`config.mk`:
```
export PLATFORM = sky130hd
export DESIGN_NAME = adc_flow_ctrl
export DESIGN_NICKNAME = d
export VERILOG_FILES = /design/src/hdl/flow_pkg.sv /design/src/hdl/adc_flow_ctrl.sv
export VERILOG_INCLUDE_DIRS = /design/src /design/src/hdl
export SDC_FILE = /design/constraint.sdc
export NUM_CORES = 1
export LEC_CHECK = 0
export ABC_AREA = 1
export BUFFER_PORTS_ARGS = -buffer_cell sky130_fd_sc_hd__buf_4
export CORE_ASPECT_RATIO = 0.8
export CORE_UTILIZATION = 45
export CTS_CLUSTER_SIZE = 30
export DETAILED_ROUTE_END_ITERATION = 10
export GPL_ROUTABILITY_DRIVEN = 0
export PLACE_DENSITY_LB_ADDON = 0.25
export SETUP_SLACK_MARGIN = 0.3
export SLEW_MARGIN = 10
export SYNTH_ARGS = -nofsm -noshare
export SYNTH_HDL_FRONTEND = slang
export SYNTH_SLANG_ARGS = --single-unit
```
`constraint.sdc`:
```
create_clock -name ref_clk -period 1.5 [get_ports ref_clk]
set_input_delay 0.3 -clock ref_clk [delete_from_list [all_inputs] [get_ports ref_clk]]
set_output_delay 0.3 -clock ref_clk [all_outputs]
set_load 0.02 [all_outputs]
```
`src/hdl/flow_ctrl_defs.svh`:
```
// register offsets, field positions and reset values of the conversion flow control
`ifndef FLOW_CTRL_DEFS_SVH
`define FLOW_CTRL_DEFS_SVH
`define ADDR_W        4
`define OFS_CTRL      4'h0
`define OFS_FLOW      4'h4
`define OFS_STATUS    4'h8
`define CTRL_MODE     0
`define CTRL_ACC_LO   1
`define CTRL_ACC_HI   2
`define FLOW_RESTART  0
`define FLOW_TRIGGER  1
`define FLOW_ABORT    2
`define FLOW_LOAD_OK  3
`define ST_TERR       0
`define ST_FAIL       1
`define ST_LIST       2
`define ST_RUN        3
`define ST_STATE_LO   4
`define ST_STATE_HI   7
`define ST_IDX_LO     8
`define MODE_RST      1'h0
`define ACC_RST       2'h1
`define ACC_REG       0
`define ACC_INT       1
`endif

```
`src/hdl/flow_pkg.sv`:
```
// types shared by the conversion flow control
package flow_pkg;
  typedef enum logic [3:0] {
    ST_IDLE   = 4'h1,
    ST_LOADED = 4'h2,
    ST_RUN    = 4'h4,
    ST_HALT   = 4'h8
  } flow_state_t;
  typedef struct packed {
    logic load_ok;
    logic abort;
    logic trigger;
    logic restart;
  } flow_req_t;
endpackage

```
`src/hdl/adc_flow_ctrl.sv`:
```
// conversion flow control: request decode, list walk, double-buffer swap
//
// Operation
// - four requests from register or internal path
// - trigger mode and restart mode selectable
// - trigger mode: restart also raises trigger
// - trigger mode: restart with trigger halts
// - trigger mode: list wraps, triggers only
// - restart mode: both together set error
// - restart loads first command of list
// - restart with load-ok swaps lists first
// - trigger starts sequence at loaded command
// - abort stops conversion, sequence and list; with a restart it stops conversion and reloads the list
//
// Design decisions made here: the register addresses and strobed register access.
`timescale 1ns/1ps
`include "flow_ctrl_defs.svh"
module adc_flow_ctrl #(
  parameter int IDX_W = 6
) (
  input  wire logic              ref_clk,
  input  wire logic              resetn,
  input  wire logic [3:0]        addr,
  input  wire logic [31:0]       wdata,
  input  wire logic              wr,
  input  wire logic              rd,
  output logic      [31:0]       rdata,
  input  wire flow_pkg::flow_req_t int_req,
  input  wire logic              cmd_done,
  input  wire logic              cmd_end_of_list,
  output logic                   conv_start,
  output logic                   conv_abort,
  output logic                   list_load,
  output logic                   active_list,
  output logic      [IDX_W-1:0]  cmd_index,
  output logic                   seq_running,
  output logic                   trigger_error_flag,
  output logic                   flow_failure
);
  import flow_pkg::*;

  flow_state_t       state;
  flow_state_t       next_state;
  flow_req_t         req;
  logic              trigger_request_mode;
  logic [1:0]        flow_access_select;
  logic [IDX_W-1:0]  next_index;
  logic              next_start;

  // register decode
  wire wr_ctrl   = wr && (addr == `OFS_CTRL);
  wire wr_flow   = wr && (addr == `OFS_FLOW);
  wire wr_status = wr && (addr == `OFS_STATUS);
  wire terr_clr  = wr_status && wdata[`ST_TERR];
  wire fail_clr  = wr_status && wdata[`ST_FAIL];

  // each source gated by the access select
  wire       reg_en = flow_access_select[`ACC_REG];
  wire       int_en = flow_access_select[`ACC_INT];
  flow_req_t                    reg_req;
  logic [$bits(flow_req_t)-1:0] reg_bits;
  // one gate per request bit; the struct keeps restart lowest, so the
  // flow register bits map straight across from the restart position up
  for (genvar b = 0; b < $bits(flow_req_t); b++) begin : g_reg_req
    assign reg_bits[b] = wr_flow && reg_en && wdata[`FLOW_RESTART + b];
  end
  assign reg_req = flow_req_t'(reg_bits);
  wire flow_req_t int_gated = int_en ? int_req : '0;

  // both paths land in one flop so they are judged in the same cycle
  always_ff @(posedge ref_clk or negedge resetn) begin
    if (!resetn) begin
      req <= '0;
    end else begin
      req <= reg_req | int_gated;
    end
  end

  // mode and access configuration
  always_ff @(posedge ref_clk or negedge resetn) begin
    if (!resetn) begin
      trigger_request_mode          <= `MODE_RST;
      flow_access_select <= `ACC_RST;
    end else if (wr_ctrl) begin
      trigger_request_mode          <= wdata[`CTRL_MODE];
      flow_access_select <= wdata[`CTRL_ACC_HI:`CTRL_ACC_LO];
    end
  end

  // request classification
  // a refused pair must not start anything, hence ok gates every action
  wire halted    = (state == ST_HALT);
  wire raw_both  = req.restart && req.trigger;
  wire fail_evt  = trigger_request_mode && raw_both && !halted;
  wire terr_evt  = !trigger_request_mode && raw_both;
  wire ok        = !raw_both && !halted;
  wire do_abort  = ok && req.abort;
  wire do_rst    = ok && req.restart;
  wire do_trigger_request   = ok && (req.trigger || (trigger_request_mode && req.restart));
  wire do_swap   = do_rst && req.load_ok;

  // next state of the list walk
  always_comb begin
    next_state = state;
    next_index = cmd_index;
    next_start = 1'h0;
    unique case (state)
      ST_HALT: begin
        if (fail_clr) begin
          next_state = ST_IDLE;
        end
      end
      ST_IDLE, ST_LOADED, ST_RUN: begin
        if (fail_evt) begin
          next_state = ST_HALT;
        end else begin
          if (do_abort) begin
            next_state = ST_IDLE;
          end
          if (do_rst) begin
            next_index = '0;
            next_state = do_trigger_request ? ST_RUN : ST_LOADED;
            next_start = do_trigger_request;
          end else if (do_trigger_request && !do_abort && state == ST_LOADED) begin
            next_state = ST_RUN;
            next_start = 1'h1;
          end else if (state == ST_RUN && cmd_done && !do_abort) begin
            if (cmd_end_of_list) begin
              next_index = '0;
              // restart mode waits for a fresh restart before triggers count
              next_state = trigger_request_mode ? ST_LOADED : ST_IDLE;
            end else begin
              next_index = IDX_W'(cmd_index + 1'h1);
            end
          end
        end
      end
    endcase
  end

  // walk state and output pulses
  always_ff @(posedge ref_clk or negedge resetn) begin
    if (!resetn) begin
      state      <= ST_IDLE;
      cmd_index  <= '0;
      conv_start <= 1'h0;
      conv_abort <= 1'h0;
      list_load  <= 1'h0;
    end else begin
      state      <= next_state;
      cmd_index  <= next_index;
      conv_start <= next_start;
      conv_abort <= do_abort || fail_evt;
      list_load  <= do_rst && !fail_evt;
    end
  end

  // double buffer select flips before the top command is loaded
  always_ff @(posedge ref_clk or negedge resetn) begin
    if (!resetn) begin
      active_list <= 1'h0;
    end else if (do_swap) begin
      active_list <= !active_list;
    end
  end

  // error flag: a new error beats a clear in the same cycle
  always_ff @(posedge ref_clk or negedge resetn) begin
    if (!resetn) begin
      trigger_error_flag <= 1'h0;
    end else begin
      trigger_error_flag <= terr_evt || (trigger_error_flag && !terr_clr);
    end
  end

  // status levels come straight from the walk state, no extra delay
  assign seq_running  = (state == ST_RUN);
  assign flow_failure = halted;

  // read mux; flow register is write-only and reads zero
  wire [31:0] ctrl_rd = {29'h0, flow_access_select, trigger_request_mode};
  wire [31:0] stat_rd = {{(24-IDX_W){1'h0}}, cmd_index, state, seq_running,
                         active_list, flow_failure, trigger_error_flag};
  wire [31:0] rd_mux  = (addr == `OFS_CTRL)   ? ctrl_rd :
                        (addr == `OFS_STATUS) ? stat_rd : 32'h0;

  // read data valid only in the cycle after the strobe
  always_ff @(posedge ref_clk or negedge resetn) begin
    if (!resetn) begin
      rdata <= 32'h0;
    end else begin
      rdata <= rd ? rd_mux : 32'h0;
    end
  end
endmodule

```
==> reports/metrics.yaml, run 1 <==
crit_slowest_cell: "dfrtp_2"
port_buffers: 44
clk_latency_ns: 0.28
antenna_found_initial: 0
clock_sinks: 36
dp.cells: 310
p_clk_share_pct: 23.5
hold_viol_final: 0
p_leak_uw: 0.00135
required_ns: 1.20
setup_viol: 11
seqPwrFrac_pct: 37.3
maxCapViolations: 0
area_delta_synth_final_pct: 38.7
ys_types: 28
mostFrequentLayoutCell: "buf_4"
grt_overflow: 0
final.setup.tns_ns: -0.287
layout_setup_ws_ns: -0.0791
synth-seq-cells: 36
drc_errors: 0
dr.pass1.iters: 4
netlist_area_sq_um: 1820
antennaDiodeCount: 0
ys_seq_area_share_pct: 49.7
skew_ns: 0.00244
postSynthCellCount: 209
crit_fanout: 6
p_per_area_nw_per_um2: 1370
cts.reportedPaths.clkPinSlew_ns: 0.07
avgRoutedWirePerCell_microns: 12.4
cts_buffer_depth: 2
grtUsageTotal_pct: 19.9
final_cell_mix: "buf_4 (46), nand2_1 (35), dfrtp_1 (30)"
report.final.slew_viol_count: 0
routed_wl_mm: 4.08
grt_pass1_vias: 1326
chipHeight_microns: 58.9
outcome: "finished, violations left"
drive_gt1_share_pct: 41.5
net-switching-power_uw: 1260
dieArea_sq_um: 4300
place_hpwl_mm: 2.57
worstSetupStartpointType: "flip-flop"
pwr-share-comb_pct: 39.2
min_period_ns: 1.58
vias: 1516
worstSetupPathType: "reg2out"
initial_utilization_pct: 47.5
stdcell_count: 330
nNetsFinal: 321
fin_crit_sh_pct: 105
slowest_delay_ns: 0.44
hold_path_class: "in2reg"
cts_buffers: 5
end_kind: "primary output"
cts_max_level: 2
swShare_pct: 36.5
p_int_uw: 2200
yosys_warnings: 0
rows: 20
clockRootBuffer: "clkbuf_8"
io_pins: 91
path_cells: "nor2_4 > nand2_4 > inv_2 > buf_6"
cp.arrival_ns: 1.28
drtIter0Drc: 114
total_power_uw: 3470
rsz0062_at_grt: "true"
synth.avg_cell_area_sq_um: 8.70
max_clock_freq_mhz: 633
core_area_sq_um: 3830
ant_nets: 0
irDropWorstVdd_v: 0.000795
die_width_microns: 73.1
vias_per_cell: 4.59
tritoncts: "yes"
grt_pass1_wl_mm: 6.22
grt_max_degree: 37
violations: "negative setup slack"
## per-stage QoR
stage | area [sq um] | setup slack (ns) | util, % | hold WS, ns
floorplan | 1900 | 0.159 | - | 0.00441
finish | 2520 | -0.0791 | 65.9 | 0.220
CTS | 2440 | -0.0375 | 63.6 | 0.215
detailed placement | 2190 | -0.0215 | 57.1 | 0.280
global placement | 2190 | 0.0229 | 57.1 | 0.281
global route | 2520 | -0.111 | 65.9 | 0.223
## routing by layer
metal	vias up	track usage (%)	part of all wire, %
met5	-	0	0
met4	0	9.24	1.5
met3	7	3.94	4.7
met2	52	30.8	48
met1	709	27.2	46
li1	748	-	-
## power by group through the flow
stage	Sequential (uW)	Clock [uW]	Combinational (uW)
after floorplan	1370	0	624
after CTS	1280	838	1260
after detailed placement	1290	0	1030
after global routing	1310	882	1470
after global placement	1290	0	1010
final	1290	816	1360
## registers in the layout, summed over array words and instances (netlist names)
signal / count
conv_abort: 1
list_load: 1
flow_access_select: 2
trigger_request_mode: 1
conv_start: 1
active_list: 1
rdata: 14
cmd_index: 6
trigger_error_flag: 1
state: 4
req: 4
## cells by family after synthesis
| logic type | synth area share (%) |
|---|---|
| compound gates | 6.95 |
| simple gates | 26.7 |
| fa+ha+maj | 0.688 |
| buf+inv | 14.3 |
| other cells | 0.206 |
| xor+xnor | 1.45 |
| flops | 49.7 |
## cells in the mapped netlist, drive strengths merged
cell,number,area share (%)
buf,18,7.4
o21ai,19,5.2
inv,31,6.4
conb,1,0.21
o31ai,1,1.2
ha,1,0.69
nor3,1,0.55
clkbuf,1,0.21
nor4,1,0.34
or2,2,0.69
nand2,50,11
nand3,11,4.7
xor2,3,1.4
nand4,5,2.1
nor2,25,7.1
clkinv,1,0.28
dfrtp,34,47
dfstp,2,2.9
a21oi,2,0.55
## path summary, 6_finish.rpt
check	from	to	slack [ns]	cells past startpoint
worst max-delay path	state[1]	flow_failure	-0.08	4
worst max register to register	state[1]	cmd_index[3]	-0.04	9
max in group asynchronous	resetn	state[0]	0.64	2
worst min-delay path	int_req[3]	req[3]	0.22	3
min in group asynchronous	resetn	rdata[1]	0.51	2
worst min register to register	flow_access_select[0]	flow_access_select[0]	0.49	2
## repair_timing
action                                 in CTS  in global routing
endpoints found under the hold margin      34                  0
setup endpoints to repair                  18                 24
buffers inserted                            8                  2
pin swaps                                   6                  6
hold buffers                                1                  0
gates resized for setup                    21                 22
gates cloned                                1                  0
## worst max-delay path: cells and delay by family (launching register included)
kind / cells / cell delay [ns]
AND/OR/NAND/NOR: 2 / 0.37
flip-flops: 1 / 0.44
buffers and inverters: 2 / 0.19
## layout make-up
| cell class | instances | area [sq um] |
|---|---|---|
| clock buffer | 6 | 72.6 |
| clock inverter | 2 | 35.0 |
| tap | 55 | 68.8 |
| multi-input combinational | 140 | 817 |
| inverter | 32 | 130 |
| timing repair buffer | 59 | 490 |
| sequential | 36 | 908 |
| fill | 319 | 1310 |
No activity file was read; power rests on OpenSTA's default activity.
==> run 2: changes to the inputs <==
--- a/config.mk
+++ b/config.mk
@@ -6,13 +6,14 @@
 export SDC_FILE = /design/constraint.sdc
 export NUM_CORES = 1
 export LEC_CHECK = 0
-export ABC_AREA = 1
+export ABC_AREA = 0
 export BUFFER_PORTS_ARGS = -buffer_cell sky130_fd_sc_hd__buf_4
-export CORE_ASPECT_RATIO = 0.8
-export CORE_UTILIZATION = 45
+export CORE_ASPECT_RATIO = 2
+export CORE_UTILIZATION = 46
 export CTS_CLUSTER_SIZE = 30
 export DETAILED_ROUTE_END_ITERATION = 10
 export GPL_ROUTABILITY_DRIVEN = 0
+export GPL_TIMING_DRIVEN = 0
 export PLACE_DENSITY_LB_ADDON = 0.25
 export SETUP_SLACK_MARGIN = 0.3
 export SLEW_MARGIN = 10
==> reports/metrics.yaml, run 2 <==
rsz0062_at_grt: "true"
total_power_uw: 3130  # -9.6%
grt_pass1_vias: 1458  # +10%
end_kind: "flip-flop"
yosysMostFrequentCell: "dfrtp_1"
initial_utilization_pct: 48.1  # +0.60 points
worstSetupPathType: "reg2reg"
yosys_warnings: 0  # unchanged
hold_viol_final: 0  # unchanged
maxCapViolations: 0  # unchanged
grt_pass1_wl_mm: 6.53  # +5.0%
chipHeight_microns: 91.6  # +56%
synth-seq-cells: 36  # unchanged
postSynthCellCount: 164  # -22%
nNetsFinal: 301  # -6.2%
min_period_ns: 2.05  # +0.473 ns
antennaDiodeCount: 0  # unchanged
vias: 1539  # +1.5%
io_pins: 91  # unchanged
drc_errors: 0  # unchanged
final.setup.tns_ns: -6.00  # -5.71 ns
grt_overflow: 0  # unchanged
area_delta_synth_final_pct: 48.4
p_leak_uw: 0.00139  # +3.4%
grtUsageTotal_pct: 21.2  # +1.3 points
clockRootBuffer: "clkbuf_8"
irDropWorstVdd_v: 0.000700  # -12%
mostFrequentLayoutCell: "buf_4"
worstSetupStartpointType: "flip-flop"
dr.pass1.iters: 4  # unchanged
tritoncts: "yes"
avgRoutedWirePerCell_microns: 14.7  # +19%
drive_gt1_share_pct: 48.8  # +7.4 points
layout_setup_ws_ns: -0.552  # -0.473 ns
vias_per_cell: 5.05  # +9.8%
dieArea_sq_um: 4290  # -0.22%
outcome: "finished, violations left"
report.final.slew_viol_count: 0  # unchanged
synth_edf_count: 0  # unchanged
p_per_area_nw_per_um2: 1140  # -17%
die_width_microns: 46.8  # -36%
skew_ns: 0.00279  # +0.000357 ns
synth_ff_type: "dfrtp_1"
core_area_sq_um: 3840  # +0.39%
grt_max_degree: 37  # unchanged
cts.reportedPaths.clkPinSlew_ns: 0.06  # about the same
max_clock_freq_mhz: 487  # -23%
rows: 32  # +60%
crit_fanout: 6  # unchanged
finish.utilization_pct: 71.4  # +5.5 points
synthArstFlopShare_pct: 100  # unchanged
synth.avg_cell_area_sq_um: 11.3  # +30%
cts_max_level: 2  # unchanged
synthTopCellsByCount: "dfrtp_1 (34), buf_4 (18), and2_1 (11), nor2_1 (11), nand2_1 (7)"
top_regs: "rdata (14), cmd_index (6)"
cts_buffers: 5  # unchanged
setup_viol: 16  # +5
cp.arrival_ns: 2.23  # +0.95 ns
yosys.area.top_type: "dfrtp_1"
clock_sinks: 36  # unchanged
routed_wl_mm: 4.47  # +9.7%
clk_latency_ns: 0.28  # about the same
place_hpwl_mm: 2.70  # +4.7%
violations: "negative setup slack"
cts_buffer_depth: 2  # unchanged
largest_reg_flops: 14  # unchanged
ys_types: 51  # +82%
ys_seq_area_share_pct: 48.9  # -0.81 points
netlist_area_sq_um: 1850  # +1.7%
regMostFlops: "rdata"
hold_path_class: "in2reg"
port_buffers: 43  # -2.3%
fin_crit_sh_pct: 137  # +32 points
drtIter0Drc: 36  # -68%
synth_area_leaders: "dfrtp_1 (46%), buf_4 (7.3%), and2_1 (3.7%), dfstp_2 (2.8%), a22o_1 (2.8%)"
antenna_found_initial: 0  # unchanged
ant_nets: 0  # unchanged
final_cell_mix: "buf_4 (70), dfrtp_1 (34), conb_1 (18)"
synth.top_cell.area_share_pct: 46.0  # -0.76 points
required_ns: 1.67  # +0.47 ns
## run 2: changes by cell type after synthesis, moves of 4 or more
cell	previous run	this run
o21ai_0	13	2
mux2_2	0	4
nor2_4	4	0
nor2_1	19	11
buf_6	0	4
and2_1	0	11
nor3_1	0	4
a22o_1	0	6
o21ai_1	6	0
nand2_1	47	7
inv_1	28	5
mux2i_1	0	4
## run 2: worst max-delay path, cell delays in order, from the launching register on
cell	delay (ns)
dfstp_2	0.37
buf_6	0.12
or4b_4	0.54
buf_12	0.17
clkinv_8	0.06
o211ai_4	0.12
a221o_1	0.35
a22o_1	0.21
## run 2: power by group
part | internal [uW] | switching [uW] | leakage (uW)
combinational | 653 | 638 | 0.000872
sequential | 1100 | 110 | 0.000481
clock | 319 | 312 | 0.0000383
total | 2070 | 1060 | 0.00139
## run 2: final timing paths
check | cells past startpoint | start | slack, ns | endpoint
worst max-delay path | 7 | state[0] | -0.55 | cmd_index[3]
worst min-delay path | 2 | wdata[3] | 0.23 | req[3]
worst max register to register | 7 | state[0] | -0.55 | cmd_index[3]
worst min register to register | 2 | trigger_error_flag | 0.54 | trigger_error_flag
max in group asynchronous | 2 | resetn | 0.65 | flow_access_select[0]
min in group asynchronous | 2 | resetn | 0.51 | state[2]
## run 2: metal layers
metal	wire (microns)	up-vias	GRT usage, %	part of all wire (%)
met3	193	8	4.33	4.3
met5	0	-	0	0
met4	85	0	11.7	1.9
met1	1540	759	22.3	35
met2	2650	56	36.3	59
li1	-	716	-	-
## run 2: what timing repair did
action                     4_1_cts  5_1_grt
hold endpoints to repair        34        0
hold buffers                     1        0
buffers inserted                12       10
gates resized for setup         28       14
pin swaps                        7        8
setup endpoints to repair       32       35
## run 2: area by class of cell
class                      count  area, sq um
fill                         291         1100
sequential                    36          903
multi-input combinational    112          873
timing repair buffer          66          563
buffer                        26          216
clock buffer                   7         76.3
tap                           51         63.8
inverter                       7         46.3
## run 2: per-stage QoR
step                      setup WS [ns]  std cells  hold WS (ns)  cell area (sq um)
after floorplan                  -0.456        181       0.00441               1920
after global routing             -0.671        305         0.224               2740
after global placement           -0.572        275         0.276               2300
after CTS                        -0.501        295         0.225               2590
final                            -0.552        305         0.229               2740
after detailed placement         -0.566        275         0.276               2300
## run 2: cell families after synthesis
kind of cell	Yosys count	share of synthesized area, %
flops	36	48.9
xor+xnor	3	1.42
buf+inv	33	12.7
compound gates	30	14.2
other cells	1	0.203
simple gates	51	16.8
fa+ha+maj	2	1.22
mux	8	4.60
==> run 3: changes to the inputs <==
--- a/config.mk
+++ b/config.mk
@@ -15,7 +15,7 @@
 export GPL_ROUTABILITY_DRIVEN = 0
 export GPL_TIMING_DRIVEN = 0
 export PLACE_DENSITY_LB_ADDON = 0.25
-export SETUP_SLACK_MARGIN = 0.3
+export SETUP_SLACK_MARGIN = 0.05
 export SLEW_MARGIN = 10
 export SYNTH_ARGS = -nofsm -noshare
 export SYNTH_HDL_FRONTEND = slang
==> reports/metrics.yaml, run 3 (synthesis gave the netlist of run 2 again) <==
outcome: "finished, violations left"
violations: "negative setup slack"
die_width_microns: 46.8  # unchanged
r2r_slack_ns: -0.49  # +0.06 ns
largest_reg_flops: 14  # unchanged
skew_ns: 0.00531  # +0.00252 ns
end_kind: "primary output"
placed_cell_area_sq_um: 2300  # -0.22%
worstSetupPathType: "reg2out"
dieArea_sq_um: 4290  # unchanged
port_buffers: 43  # unchanged
max_clock_freq_mhz: 498  # +2.3%
grt_overflow: 0  # unchanged
hold_viol_final: 0  # unchanged
clk_latency_ns: 0.28  # about the same
wl_met3_microns: 126  # -35%
setup_viol: 16  # unchanged
maxCapViolations: 0  # unchanged
tritoncts: "yes"
drive_gt1_share_pct: 45.9  # -2.9 points
clock_sinks: 36  # unchanged
initial_utilization_pct: 48.1  # unchanged
final_cell_area_sq_um: 2600  # -5.2%
min_to: "req[3]"
vias: 1421  # -7.7%
dr.pass1.iters: 3  # -1
dp.cells: 275  # unchanged
nNetsFinal: 290  # -3.7%
total_power_uw: 3050  # -2.8%
required_ns: 1.20  # -0.47 ns
cts.reportedPaths.clkPinSlew_ns: 0.07  # about the same
nFillCells: 339  # +16%
grtUsageTotal_pct: 19.9  # -1.3 points
r2r_cells: 6  # -1
antenna_found_initial: 0  # unchanged
rows: 32  # unchanged
worstSetupStartpointType: "flip-flop"
cts_buffers: 5  # unchanged
stdcell_count: 295  # -3.3%
ant_nets: 0  # unchanged
drc_errors: 0  # unchanged
hold_path_depth: 2  # unchanged
p_leak_uw: 0.00133  # -4.7%
regMostFlops: "rdata"
hold_path_class: "in2reg"
avgRoutedWirePerCell_microns: 12.3  # -16%
vias_per_cell: 4.82  # -4.5%
min_period_ns: 2.01  # -0.0455 ns
wl_met1_mm: 1.23  # -21%
antennaDiodeCount: 0  # unchanged
area_delta_synth_final_pct: 40.7
hold_start: "wdata[3]"
routed.top_layer: "met4"
clockRootBuffer: "clkbuf_8"
reg2reg_to: "cmd_index[0]"
r2r-start: "state[2]"
place_ws_ns: -0.607  # -0.0408 ns
rsz0062_at_grt: "true"
grt_pass1_vias: 1461  # +0.21%
p_per_area_nw_per_um2: 1170  # +2.6%
place_hpwl_mm: 2.71  # +0.35%
report.final.slew_viol_count: 0  # unchanged
mostFrequentLayoutCell: "buf_4"
grt_max_degree: 37  # unchanged
layout_setup_ws_ns: -0.506  # +0.0455 ns
final_cell_mix: "buf_4 (69), dfrtp_1 (34), conb_1 (18)"
io_pins: 91  # unchanged
top_regs: "rdata (14), cmd_index (6)"
finish.utilization_pct: 67.6  # -3.7 points
dr_wl_met2_mm: 2.19  # -17%
chipHeight_microns: 91.6  # unchanged
grt_pass1_wl_mm: 6.22  # -4.9%
cp.arrival_ns: 1.71  # -0.52 ns
core_area_sq_um: 3840  # unchanged
drtIter0Drc: 14  # -61%
cts_max_level: 2  # unchanged
crit_fanout: 5  # -1
irDropWorstVdd_v: 0.000957  # +37%
routed_wl_mm: 3.62  # -19%
cts_buffer_depth: 2  # unchanged
fin_crit_sh_pct: 134  # -3.0 points
[run 3: how the worst max path moves through the flow]
stage	from	to	cells after the start
3_5_place_dp	trigger_request_mode	cmd_index[0]	6
3_3_place_gp	trigger_request_mode	cmd_index[4]	6
2_1_floorplan	state[0]	cmd_index[3]	7
4_1_cts	state[1]	cmd_index[4]	7
5_1_grt	state[1]	cmd_index[0]	7
6_report	state[1]	flow_failure	6
[run 3: per-stage QoR]
step	hold slack (ns)	TNS, ns
3_3_place_gp	0.275	-5.96
4_1_cts	0.222	-4.60
3_5_place_dp	0.276	-6.05
5_1_grt	0.236	-6.08
6_report	0.229	-4.79
2_1_floorplan	0.00441	-2.73
[run 3: layout make-up]
class                   count  area [sq um]  area share, %
plain buffers              24           196           7.56
clock buffers               6          82.6           3.18
clock inverters             2          10.0          0.385
inverters                   7          43.8           1.68
multi-input cells         112           838           32.2
flip-flops and latches     36           903           34.7
well taps                  51          63.8           2.45
repair buffers             57           462           17.8
[run 3: what timing repair did]
item | in CTS | in global routing
endpoints found under the setup margin | 16 | 26
cloned | 0 | 0
pin swaps | 8 | 4
hold endpoints to repair | 34 | 0
resized for setup | 19 | 4
hold buffers | 1 | 0
setup buffers | 10 | 3
[run 3: power by group]
group          leakage, uW  switching, uW  internal (uW)
Sequential        0.000481            143           1100
Combinational     0.000795            523            595
Clock            0.0000510            316            366
Total              0.00133            983           2060
[run 3: critical path, cell delays in order (launching register included)]
cell,delay (ns)
dfrtp_1,0.38
buf_6,0.12
or4b_4,0.52
buf_12,0.16
clkinv_8,0.05
buf_12,0.09
buf_8,0.10
[run 3: layer usage]
metal	up-vias	GRT usage (%)
met5	-	0
li1	703	-
met3	8	4.53
met4	0	9.29
met1	671	19.2
met2	39	36.2
